[config.mk]
export PLATFORM = sky130hd
export DESIGN_NAME = lb_activity_monitor
export DESIGN_NICKNAME = d
export VERILOG_FILES = /design/src/lb_monitor_pkg.sv /design/src/lb_activity_monitor.sv /design/src/lb_cycle_timer.sv
export SDC_FILE = /design/constraint.sdc
export NUM_CORES = 1
export LEC_CHECK = 0
export ABC_CLOCK_PERIOD_IN_PS = 6200
export BUFFER_PORTS_ARGS = -buffer_cell sky130_fd_sc_hd__clkbuf_2
export CAP_MARGIN = 20
export CORE_MARGIN = 1
export CORE_UTILIZATION = 55
export CTS_CLUSTER_SIZE = 25
export DETAILED_ROUTE_END_ITERATION = 16
export PLACE_DENSITY_LB_ADDON = 0.12
export RECOVER_POWER = 25
export SLEW_MARGIN = 5
export SYNTH_ARGS = -nofsm -noshare
export SYNTH_HDL_FRONTEND = slang
export SYNTH_SLANG_ARGS = --single-unit
[constraint.sdc]
create_clock -name mclk -period 6.2 [get_ports mclk]
set_input_delay 0.93 -clock mclk [delete_from_list [all_inputs] [get_ports mclk]]
set_output_delay 0.93 -clock mclk [all_outputs]
set_load 0.03 [all_outputs]
[src/lb_monitor_pkg.sv]
// constants and register map for the leaky-bucket activity monitor
//------------------------------------------------------------------------------
// Functional notes
// RQ1: bucket evaluated once per 128 ms cycle
// RQ2: each failed or erratic cycle adds one
// RQ3: clean run of 1/2/4/8 cycles subtracts one
// RQ4: alarm clears at programmed lower threshold
// RQ5: count saturates at programmed bucket size
// RQ6: lower threshold resets to 0x04, read/write
// RQ7: bucket size at 0x5E resets 0x08
// RQ8: alarm raised when count reaches upper threshold
// RQ9: no underflow; alarm held between thresholds
//------------------------------------------------------------------------------
package lb_monitor_pkg;

    //--------------------------------------------------------------------------
    // register offsets
    //--------------------------------------------------------------------------
    localparam logic [7:0] OFS_UPPER   = 8'h5C;  // alarm raise level
    localparam logic [7:0] OFS_LOWER   = 8'h5D;  // alarm clear level
    localparam logic [7:0] OFS_SIZE    = 8'h5E;  // bucket capacity
    localparam logic [7:0] OFS_DECAY   = 8'h5F;  // clean-run length code
    localparam logic [7:0] OFS_LEVEL   = 8'h60;  // live bucket count, read only
    localparam logic [7:0] OFS_STATUS  = 8'h61;  // alarm state, read only

    //--------------------------------------------------------------------------
    // reset values and field layout
    //--------------------------------------------------------------------------
    localparam logic [7:0] RST_UPPER   = 8'h06;
    localparam logic [7:0] RST_LOWER   = 8'h04;
    localparam logic [7:0] RST_SIZE    = 8'h08;
    localparam logic [1:0] RST_DECAY   = 2'h1;
    localparam int         DECAY_LSB   = 0;      // decay code sits in bits [1:0]
    localparam int         ALARM_BIT   = 0;      // alarm flag in status register

    //--------------------------------------------------------------------------
    // timing
    //--------------------------------------------------------------------------
    localparam int CYCLE_MS    = 128;            // monitoring cycle length
    localparam int CLK_KHZ     = 40_000;         // mclk rate
    localparam int CYCLE_CLKS  = CYCLE_MS * CLK_KHZ;
    localparam int CYC_W       = 23;             // holds CYCLE_CLKS - 1

endpackage
[src/lb_activity_monitor.sv]
// leaky-bucket input activity monitor with its configuration registers
module lb_activity_monitor
    import lb_monitor_pkg::*;
#(
    parameter int CYCLE_CLKS_P = CYCLE_CLKS
) (
    input  wire logic       mclk,
    input  wire logic       srst,
    input  wire logic       failSeen,    // pulse from detector: failed or erratic
    input  wire logic [7:0] regAddr,
    input  wire logic       regWrEn,
    input  wire logic [7:0] regWrData,
    input  wire logic       regRdEn,
    output logic      [7:0] regRdData,
    output logic      [7:0] bucketLevel,
    output logic            inactAlarm
);

    //--------------------------------------------------------------------------
    // configuration registers
    //--------------------------------------------------------------------------
    logic [7:0] upperLevel_r;    // alarm raise level
    logic [7:0] alarm_clear_level_cfg3_r;
    logic [7:0] bucket_capacity_cfg3_r;
    logic [1:0] decayCode_r;     // 0..3 selects 1, 2, 4, 8 clean cycles

    //--------------------------------------------------------------------------
    // bucket state
    //--------------------------------------------------------------------------
    logic [7:0] acc_r;           // bucket count
    logic [7:0] acc_nxt;
    logic [2:0] cleanCnt_r;      // clean cycles since last bad cycle or completed run
    logic [2:0] cleanCnt_nxt;
    logic       badSeen_r;       // bad event seen in the running cycle
    logic       alarm_r;
    logic       alarm_nxt;
    logic [7:0] rdData_r;
    logic       cycleTick;       // end of monitoring cycle

    //--------------------------------------------------------------------------
    // cycle divider
    //--------------------------------------------------------------------------
    lb_cycle_timer #(
        .CYCLE_CLKS_P (CYCLE_CLKS_P)
    ) u_timer (
        .mclk      (mclk),
        .srst      (srst),
        .cycleTick (cycleTick)
    );

    //--------------------------------------------------------------------------
    // write decode
    //--------------------------------------------------------------------------
    wire wrUpper = regWrEn && (regAddr == OFS_UPPER);
    wire wrLower = regWrEn && (regAddr == OFS_LOWER);
    wire wrSize  = regWrEn && (regAddr == OFS_SIZE);
    wire wrDecay = regWrEn && (regAddr == OFS_DECAY);

    // RQ6 lower threshold register
    // RQ7 bucket size register
    always_ff @(posedge mclk) begin
        if (srst) begin
            upperLevel_r             <= RST_UPPER;
            alarm_clear_level_cfg3_r <= RST_LOWER;
            bucket_capacity_cfg3_r   <= RST_SIZE;
            decayCode_r              <= RST_DECAY;
        end else begin
            if (wrUpper) begin
                upperLevel_r <= regWrData;
            end
            if (wrLower) begin
                alarm_clear_level_cfg3_r <= regWrData;
            end
            if (wrSize) begin
                bucket_capacity_cfg3_r <= regWrData;
            end
            // unused upper bits of the decay register are dropped
            if (wrDecay) begin
                decayCode_r <= regWrData[DECAY_LSB +: 2];
            end
        end
    end

    //--------------------------------------------------------------------------
    // read decode: registered, unmapped addresses read zero
    //--------------------------------------------------------------------------
    logic [7:0] rdMux;
    always_comb begin
        if (regAddr == OFS_UPPER) begin
            rdMux = upperLevel_r;
        end else if (regAddr == OFS_LOWER) begin
            rdMux = alarm_clear_level_cfg3_r;
        end else if (regAddr == OFS_SIZE) begin
            rdMux = bucket_capacity_cfg3_r;
        end else if (regAddr == OFS_DECAY) begin
            rdMux = {6'h00, decayCode_r};
        end else if (regAddr == OFS_LEVEL) begin
            rdMux = acc_r;
        end else if (regAddr == OFS_STATUS) begin
            rdMux = 8'h00 | (8'(alarm_r) << ALARM_BIT);
        end else begin
            rdMux = 8'h00;
        end
    end

    // read data holds until the next read strobe
    always_ff @(posedge mclk) begin
        if (srst) begin
            rdData_r <= 8'h00;
        end else if (regRdEn) begin
            rdData_r <= rdMux;
        end
    end

    //--------------------------------------------------------------------------
    // bucket arithmetic
    //--------------------------------------------------------------------------
    // an event landing on the tick itself still counts for the ending cycle
    wire       badNow  = badSeen_r | failSeen;
    wire [3:0] runLen  = 4'h1 << decayCode_r;
    // at or past the run length, so a shortened decay code leaks at once
    wire       runDone = ({1'b0, cleanCnt_r} + 4'h1) >= runLen;
    wire       atCap   = acc_r >= bucket_capacity_cfg3_r;

    always_comb begin
        acc_nxt      = acc_r;
        cleanCnt_nxt = cleanCnt_r;
        if (badNow) begin
            // RQ2 fill by one
            // RQ5 clamp at capacity
            acc_nxt      = atCap ? bucket_capacity_cfg3_r : acc_r + 8'h01;
            cleanCnt_nxt = 3'h0;
        end else if (runDone) begin
            // RQ3 leak after run
            // RQ9 never below zero
            acc_nxt      = (acc_r == 8'h00) ? 8'h00 : acc_r - 8'h01;
            cleanCnt_nxt = 3'h0;
        end else begin
            cleanCnt_nxt = cleanCnt_r + 3'h1;
        end
    end

    //--------------------------------------------------------------------------
    // alarm hysteresis
    //--------------------------------------------------------------------------
    always_comb begin
        alarm_nxt = alarm_r;
        // RQ8 raise at upper level
        if (acc_nxt >= upperLevel_r) begin
            alarm_nxt = 1'b1;
        // RQ4 clear at lower level
        end else if (acc_nxt <= alarm_clear_level_cfg3_r) begin
            alarm_nxt = 1'b0;
        end
        // RQ9 between thresholds the alarm holds
    end

    //--------------------------------------------------------------------------
    // bucket state update
    //--------------------------------------------------------------------------
    // RQ1 update once per cycle
    always_ff @(posedge mclk) begin
        if (srst) begin
            acc_r      <= 8'h00;
            cleanCnt_r <= 3'h0;
            alarm_r    <= 1'b0;
        end else if (cycleTick) begin
            acc_r      <= acc_nxt;
            cleanCnt_r <= cleanCnt_nxt;
            alarm_r    <= alarm_nxt;
        end
    end

    // sticky bad flag for the running cycle; a fail on the tick clock
    // is already counted for the ending cycle through badNow
    always_ff @(posedge mclk) begin
        if (srst) begin
            badSeen_r <= 1'b0;
        end else if (cycleTick) begin
            badSeen_r <= 1'b0;
        end else if (failSeen) begin
            badSeen_r <= 1'b1;
        end
    end

    //--------------------------------------------------------------------------
    // outputs
    //--------------------------------------------------------------------------
    assign regRdData   = rdData_r;
    assign bucketLevel = acc_r;
    assign inactAlarm  = alarm_r;
endmodule

[src/lb_cycle_timer.sv]
// divider that marks the end of each monitoring cycle with a one-cycle pulse
module lb_cycle_timer
    import lb_monitor_pkg::*;
#(
    parameter int CYCLE_CLKS_P = CYCLE_CLKS
) (
    input  wire logic mclk,
    input  wire logic srst,
    output logic      cycleTick
);

    //--------------------------------------------------------------------------
    // cycle counter
    //--------------------------------------------------------------------------
    logic [CYC_W-1:0] cnt_r;     // clocks elapsed in the current cycle
    logic [CYC_W-1:0] cnt_nxt;
    wire              atEnd;     // last clock of the cycle

    assign atEnd   = (cnt_r == CYC_W'(CYCLE_CLKS_P - 1));
    assign cnt_nxt = atEnd ? '0 : cnt_r + CYC_W'(1);

    // free-running count, restarted by reset so cycles align to reset release
    always_ff @(posedge mclk) begin
        if (srst) begin
            cnt_r     <= '0;
            cycleTick <= 1'b0;
        end else begin
            cnt_r     <= cnt_nxt;
            cycleTick <= atEnd;
        end
    end

endmodule

==> impl_metrics.py, run 1 <==
metrics = {
    "power": {
        "power_density_mw_per_mm2": 217,
        "intPower_mw": 0.744,
        "combPwrFrac_pct": 12.3,
        "switchingPower_mw": 0.290,
        "pwr-share-clk_pct": 41.9,
        "switching_share_pct": 28.0,
        "p_leak_nw": 1.92,
        "vdd_drop_max_mv": 0.154,
        "pwr-share-seq_pct": 45.8,
    },
    "critical_path": {
        "regToRegStartpoint": "bucketLevel[0]$_SDFFE_PP0P_",
        "rrSetupSlack_ns": 2.29,
        "critPathArrivalTime_ns": 4.12,
        "crit_fanout": 12,
        "cp.required_ns": 6.42,
        "timing.rr.end": "inactAlarm$_SDFFE_PP0P_",
        "worstSetupPathType": "register to register",
        "ff2ff_path_depth": 15,
        "worstSetupStartpointType": "register",
        "end_kind": "register",
    },
    "clock_tree": {
        "cts_sinks": 71,
        "clk_latency_ns": 0.36,
        "cts_hold_buf": 0,
        "htreeDepth": 3,
        "path_clk_slew_ns": 0.08,
        "cts_resized": 0,
        "post-cts-setup-buffer-count": 0,
        "root_buffer": "clkbuf_8",
        "tritoncts": "built",
        "clock_path_buffers": 2,
        "cts_made_buffers": 9,
    },
    "finish": {
        "area_growth_pct": 9.54,
        "post_layout_nonfiller_instances": 656,
        "layout-drive-gt1-share_pct": 8.66,
        "nNetsFinal": 602,
        "fin_util_pct": 62.0,
        "n_antenna_cell": 0,
    },
    "logic_synthesis": {
        "yosysTopAreaCellShare_pct": 32.6,
        "yosysUniqueCellTypes": 59,
        "yosysMostFrequentCell": "nor2_1",
        "syn_area_per_cell_um2": 8.25,
        "async_reset_ff_share_pct": 0,
        "ys_seq_area_share_pct": 32.6,
        "synth_area_mm2": 0.00435,
        "ys.flop_type": "dfxtp_1",
        "synthTopCellsByCount": "81 x nor2_1, 71 x dfxtp_1, 36 x mux2i_1, 33 x inv_1, 32 x ha_1",
        "syn-num-nets": 581,
        "synth_cells": 528,
        "yosys-top-cells-area": "dfxtp_1 33%, ha_1 9.2%, mux2i_1 8.3%",
        "ys_ff_latch": 71,
        "synth_warnings": 0,
        "synth_edf_count": 0,
        "yosys.area.top_type": "dfxtp_1",
    },
    "placed_design": {
        "dp_cells": 640,
        "hpwlAfterDp_mm": 8.23,
        "routabilityCongestion": 0.917,
        "io_buffers": 37,
    },
    "detailed_routing": {
        "drc": 0,
        "wl_per_cell_um": 17.2,
        "post_drt_via_cell_ratio": 5.91,
        "dr.pass1.iters": 6,
        "num_vias": 3880,
        "drtAntennaViolNets": 0,
        "drt_iter0_markers": 296,
        "wl_mm": 11.3,
    },
    "timing": {
        "period_needed_ns": 3.91,
        "worst_pin_slew_ns": 1.58,
        "max_freq_mhz": 256,
        "report.final.slew_viol_count": 23,
        "tns_ns": 0,
        "rsz0062_at_grt": "false",
        "fin_worst_skew_ns": 0.0151,
        "final-hold-violation-count": 0,
        "period_share_pct": 63.0,
        "setup_violations": 0,
        "slew_headroom_pct": -5.68,
    },
    "global_route": {
        "grt_pass1_vias": 3520,
        "grt_pass1_wl_mm": 18.1,
        "grt_max_degree": 52,
        "track_usage_pct": 27.9,
        "grt.overflow.total": 0,
        "antenna_found_initial": 0,
    },
    "flow_run": {
        "drv_cap": 1,
    },
    "worst_hold_path": {
        "min-delay-start": "u_timer.cnt_r[0]$_SDFF_PP0_",
        "hold_path.class": "register to register",
        "whs_endpoint": "u_timer.cnt_r[0]$_SDFF_PP0_",
        "hold_depth": 1,
    },
    "floorplanning": {
        "die_area_mm2": 0.00828,
        "ios": 38,
        "fp.dieW_um": 91.0,
        "fp.coreArea_mm2": 0.00769,
        "initial_core_util_pct": 56.6,
        "die_h_um": 91.0,
        "fp-row-count": 32,
    },
    "outcome": {
        "status": "complete, but fails checks",
        "violations": "max-capacitance violations, max-slew violations",
    },
}
power groups by stage:
stage               combinational [mW]  clock [mW]  sequential, mW
floorplan                       0.0900           0           0.487
global placement                 0.124           0           0.484
detailed placement               0.126           0           0.484
CTS                              0.127       0.436           0.473
global route                     0.139       0.458           0.474
finish                           0.127       0.433           0.473
stage by stage:
stage	area (um2)	setup WS (ns)	hold WS, ns	power, mW
CTS	4790	2.34	0.484	1.04
floorplan	4350	2.42	0.442	0.577
detailed placement	4570	2.35	0.463	0.610
finish	4770	2.29	0.479	1.03
global placement	4570	2.50	0.463	0.608
global route	4770	2.06	0.516	1.07
sequential cells by signal, summed over array words and instances (netlist names):
signal                    cells
badSeen_r                     1
cleanCnt_r                    3
decayCode_r                   2
regRdData                     8
bucket_capacity_cfg3_r        8
u_timer.cnt_r                23
alarm_clear_level_cfg3_r      8
inactAlarm                    1
bucketLevel                   8
upperLevel_r                  8
u_timer.cycleTick             1
per-layer routing:
| metal | track usage [%] | wire length, um |
|---|---|---|
| met2 | 42.2 | 4980 |
| met5 | 0 | 0 |
| met4 | 10.3 | 227 |
| met1 | 40.2 | 5380 |
| met3 | 4.10 | 670 |
cell families after synthesis:
logic type                 count (synthesis)  synth area share (%)
and+or+nand+nor                          198                  22.8
adders and majority gates                 32                  9.20
muxes                                     36                  8.28
xor gates and xnor gates                  25                  5.03
DFF                                       71                  32.6
AOI/OAI and AO/OA                        105                  16.6
buffers and inverters                     61                  5.43
cells in the final DEF (no fill, tap or decap), drive strengths merged, types with 6 or more instances in the layout:
cell	n
mux2i	36
a21o	6
and3	12
nor2	81
nor3	11
nand3	22
inv	36
a22oi	6
clkbuf	46
a21oi	26
xnor2	7
dfxtp	71
nand2b	6
nand2	29
xor2	18
o21ai	27
ha	32
nand4	8
worst max path at each step:
stage	startpoint	to	slack (ns)
after global placement	bucketLevel[0]$_SDFFE_PP0P_	inactAlarm$_SDFFE_PP0P_	2.50
final	bucketLevel[0]$_SDFFE_PP0P_	inactAlarm$_SDFFE_PP0P_	2.29
after global routing	bucketLevel[0]$_SDFFE_PP0P_	inactAlarm$_SDFFE_PP0P_	2.06
after detailed placement	bucketLevel[0]$_SDFFE_PP0P_	inactAlarm$_SDFFE_PP0P_	2.35
after floorplan	bucketLevel[0]$_SDFFE_PP0P_	inactAlarm$_SDFFE_PP0P_	2.42
after CTS	bucketLevel[0]$_SDFFE_PP0P_	inactAlarm$_SDFFE_PP0P_	2.34
worst max-delay path, stage by stage, from the launching register on:
cell	delay (ns)
dfxtp_1	0.57
inv_1	0.15
ha_1	0.31
nand2b_4	0.15
a2111oi_4	0.34
o31ai_2	0.14
a41oi_4	0.47
mux2i_1	0.30
mux2i_1	0.13
ha_1	0.33
a21oi_1	0.15
nor2b_1	0.06
a2111oi_0	0.32
o21ai_0	0.15
o211ai_1	0.12
a21oi_1	0.08
area by class of cell:
type                       count  area [um2]
clock buffer                   9         124
clock inverter                 7         103
fill                         713        2920
inverter                      33         124
multi-input combinational    396        2700
sequential                    71        1420
tap                          102         128
timing repair buffer          38         174
No activity file was read; power rests on OpenSTA's default activity.
==> run 2, diff against run 1 <==
ABC_CLOCK_PERIOD_IN_PS = 3300   (was 6200)
CORE_UTILIZATION = 54   (was 55)
clock period = 3.3 ns   (was 6.2 ns; I/O delays follow)
==> run 2 against run 1 <==
Net effect: the flow now finishes without violations; die area rose by 1.8%; clock power rose by 83%; critical path type unchanged; worst hold slack worse by 0.078 ns; maximum frequency rose by 21%; non-clock buffer count is 33 higher; wire length rose by 2.8%; clock skew shrank 0.0055 ns.
==> impl_metrics.py, run 2 (synthesis results as in run 1) <==
metrics = {
    "power": {
        "power_density_mw_per_mm2": 381,
        "p_leak_nw": 2.12,
        "power_mw": 1.97,
        "vdd_drop_max_mv": 0.325,
    },
    "placed_design": {
        "hpwlAfterDp_mm": 8.45,
        "routabilityCongestion": 0.903,
        "io_buffers": 37,
        "place_area_mm2": 0.00475,
        "place_ws_ns": -0.0625,
    },
    "global_route": {
        "grt_max_degree": 29,
        "grt_pass1_wl_mm": 18.5,
        "grt.overflow.total": 0,
        "track_usage_pct": 28.2,
        "grt_pass1_vias": 3711,
        "antenna_found_initial": 0,
    },
    "finish": {
        "fillers": 661,
        "nNetsFinal": 635,
        "layout-drive-gt1-share_pct": 20.6,
        "most-common-layout-cells": "81 x nor2_1, 65 x dfxtp_1, 37 x clkbuf_2, 32 x inv_1, 32 x buf_4",
        "top_register": "u_timer.cnt_r",
        "area_growth_pct": 18.7,
        "n_antenna_cell": 0,
        "fin_area_mm2": 0.00517,
        "largest_reg_flops": 23,
        "final_common_cell": "nor2_1",
        "fin_util_pct": 66.5,
    },
    "timing": {
        "report.final.slew_viol_count": 0,
        "holdWs_ns": 0.401,
        "setup_violations": 0,
        "slew_headroom_pct": 53.0,
        "max_freq_mhz": 309,
        "final-hold-violation-count": 0,
        "fin_worst_skew_ns": 0.00966,
        "layout_setup_ws_ns": 0.0660,
        "rsz0062_at_grt": "true",
        "period_needed_ns": 3.23,
        "worst_pin_slew_ns": 0.702,
        "period_share_pct": 98.0,
    },
    "clock_tree": {
        "clock_path_buffers": 2,
        "htreeDepth": 3,
        "root_buffer": "clkbuf_8",
        "cts_sinks": 71,
        "path_clk_slew_ns": 0.08,
        "clk_latency_ns": 0.36,
        "tritoncts": "built",
        "cts_hold_buf": 0,
        "cts_made_buffers": 9,
    },
    "critical_path": {
        "slowest_delay_ns": 0.36,
        "cp_slowest_cell": "dfxtp_4",
        "cp.required_ns": 3.53,
        "crit_fanout": 5,
        "worstSetupStartpointType": "register",
        "critPathTopFamily": "compound AO/OA/AOI/OAI gates",
        "end_kind": "register",
        "worstSetupPathType": "register to register",
        "critPathArrivalTime_ns": 3.46,
        "crit_chain": "inv_4 -> ha_4 -> nand2b_4 -> a2111oi_4 -> o31ai_2 -> a41oi_4 -> buf_6 -> mux2i_4 -> mux2i_2 -> ha_1 -> nor2b_1 -> o21a_1 -> o21ai_1 -> a21oi_1 -> o21ai_1 -> a21oi_1",
        "cp_num_buf_inv": 2,
    },
    "outcome": {
        "status": "finished clean",
    },
    "flow_run": {
        "drv_cap": 0,
    },
    "detailed_routing": {
        "num_vias": 4048,
        "wl_per_cell_um": 16.8,
        "wl_mm": 11.6,
        "drt_iter0_markers": 288,
        "drc": 0,
        "drtAntennaViolNets": 0,
        "post_drt_via_cell_ratio": 5.88,
        "dr.pass1.iters": 5,
    },
    "floorplanning": {
        "fp-row-count": 32,
        "ios": 38,
        "die_h_um": 91.8,
        "fp.coreArea_mm2": 0.00777,
        "die_area_mm2": 0.00843,
        "fp.dieW_um": 91.8,
        "initial_core_util_pct": 56.1,
    },
    "worst_hold_path": {
        "hold_path.class": "primary input to register",
    },
}
==> run 2: report_power, final <==
group	switching (mW)	internal (mW)	leakage, nW
combinational	0.174	0.127	1.43
sequential	0.0107	0.867	0.578
clock	0.361	0.431	0.107
total	0.545	1.42	2.12
==> run 2: through the flow <==
step / setup TNS [ns] / instances
finish: 0 / 689
global route: -0.114 / 689
CTS: 0 / 682
detailed placement: -0.0625 / 664
global placement: 0 / 664
floorplan: 0 / 528
==> run 2: layer usage <==
layer	wire (um)	up-vias	track usage, %
met2	5390	167	44.7
met1	5100	1886	38.7
met3	931	19	5.56
li1	-	1976	-
met5	0	-	0
met4	161	0	8.72
==> run 2: final timing paths <==
check                         startpoint                                  endpoint  depth (start not counted)  slack (ns)
max          bucketLevel[0]$_SDFFE_PP0P_                   inactAlarm$_SDFFE_PP0P_                         16        0.07
min                         regWrData[2]  alarm_clear_level_cfg3_r[2]$_SDFFE_PP1P_                          2        0.40
max reg2reg  bucketLevel[0]$_SDFFE_PP0P_                   inactAlarm$_SDFFE_PP0P_                         16        0.07
min reg2reg   cleanCnt_r[1]$_SDFFE_PP0P_                cleanCnt_r[1]$_SDFFE_PP0P_                          2        0.48
==> run 2: repair_timing <==
item | CTS | global route
cloned | 0 | 0
pin swaps | 0 | 11
endpoints found under the hold margin | 0 | 0
endpoints found under the setup margin | 1 | 1
resized for setup | 1 | 35
setup buffers | 2 | 7
==> run 2: worst reg2reg max path: stages, from the launching register on <==
cell and delay (ns):
dfxtp_4 0.36, inv_4 0.06, ha_4 0.18, nand2b_4 0.14
a2111oi_4 0.31, o31ai_2 0.16, a41oi_4 0.35, buf_6 0.19
mux2i_4 0.23, mux2i_2 0.10, ha_1 0.32, nor2b_1 0.13
o21a_1 0.18, o21ai_1 0.13, a21oi_1 0.08, o21ai_1 0.13
a21oi_1 0.07
==> run 2: final cells by class <==
type,instances,area (um2),area share (%)
Clock inverter,6,93.8,1.82
Clock buffer,10,128,2.47
Tap cell,102,128,2.47
Multi-Input combinational cell,396,2810,54.4
Timing Repair Buffer,71,448,8.67
Inverter,33,126,2.45
Sequential cell,71,1430,27.7
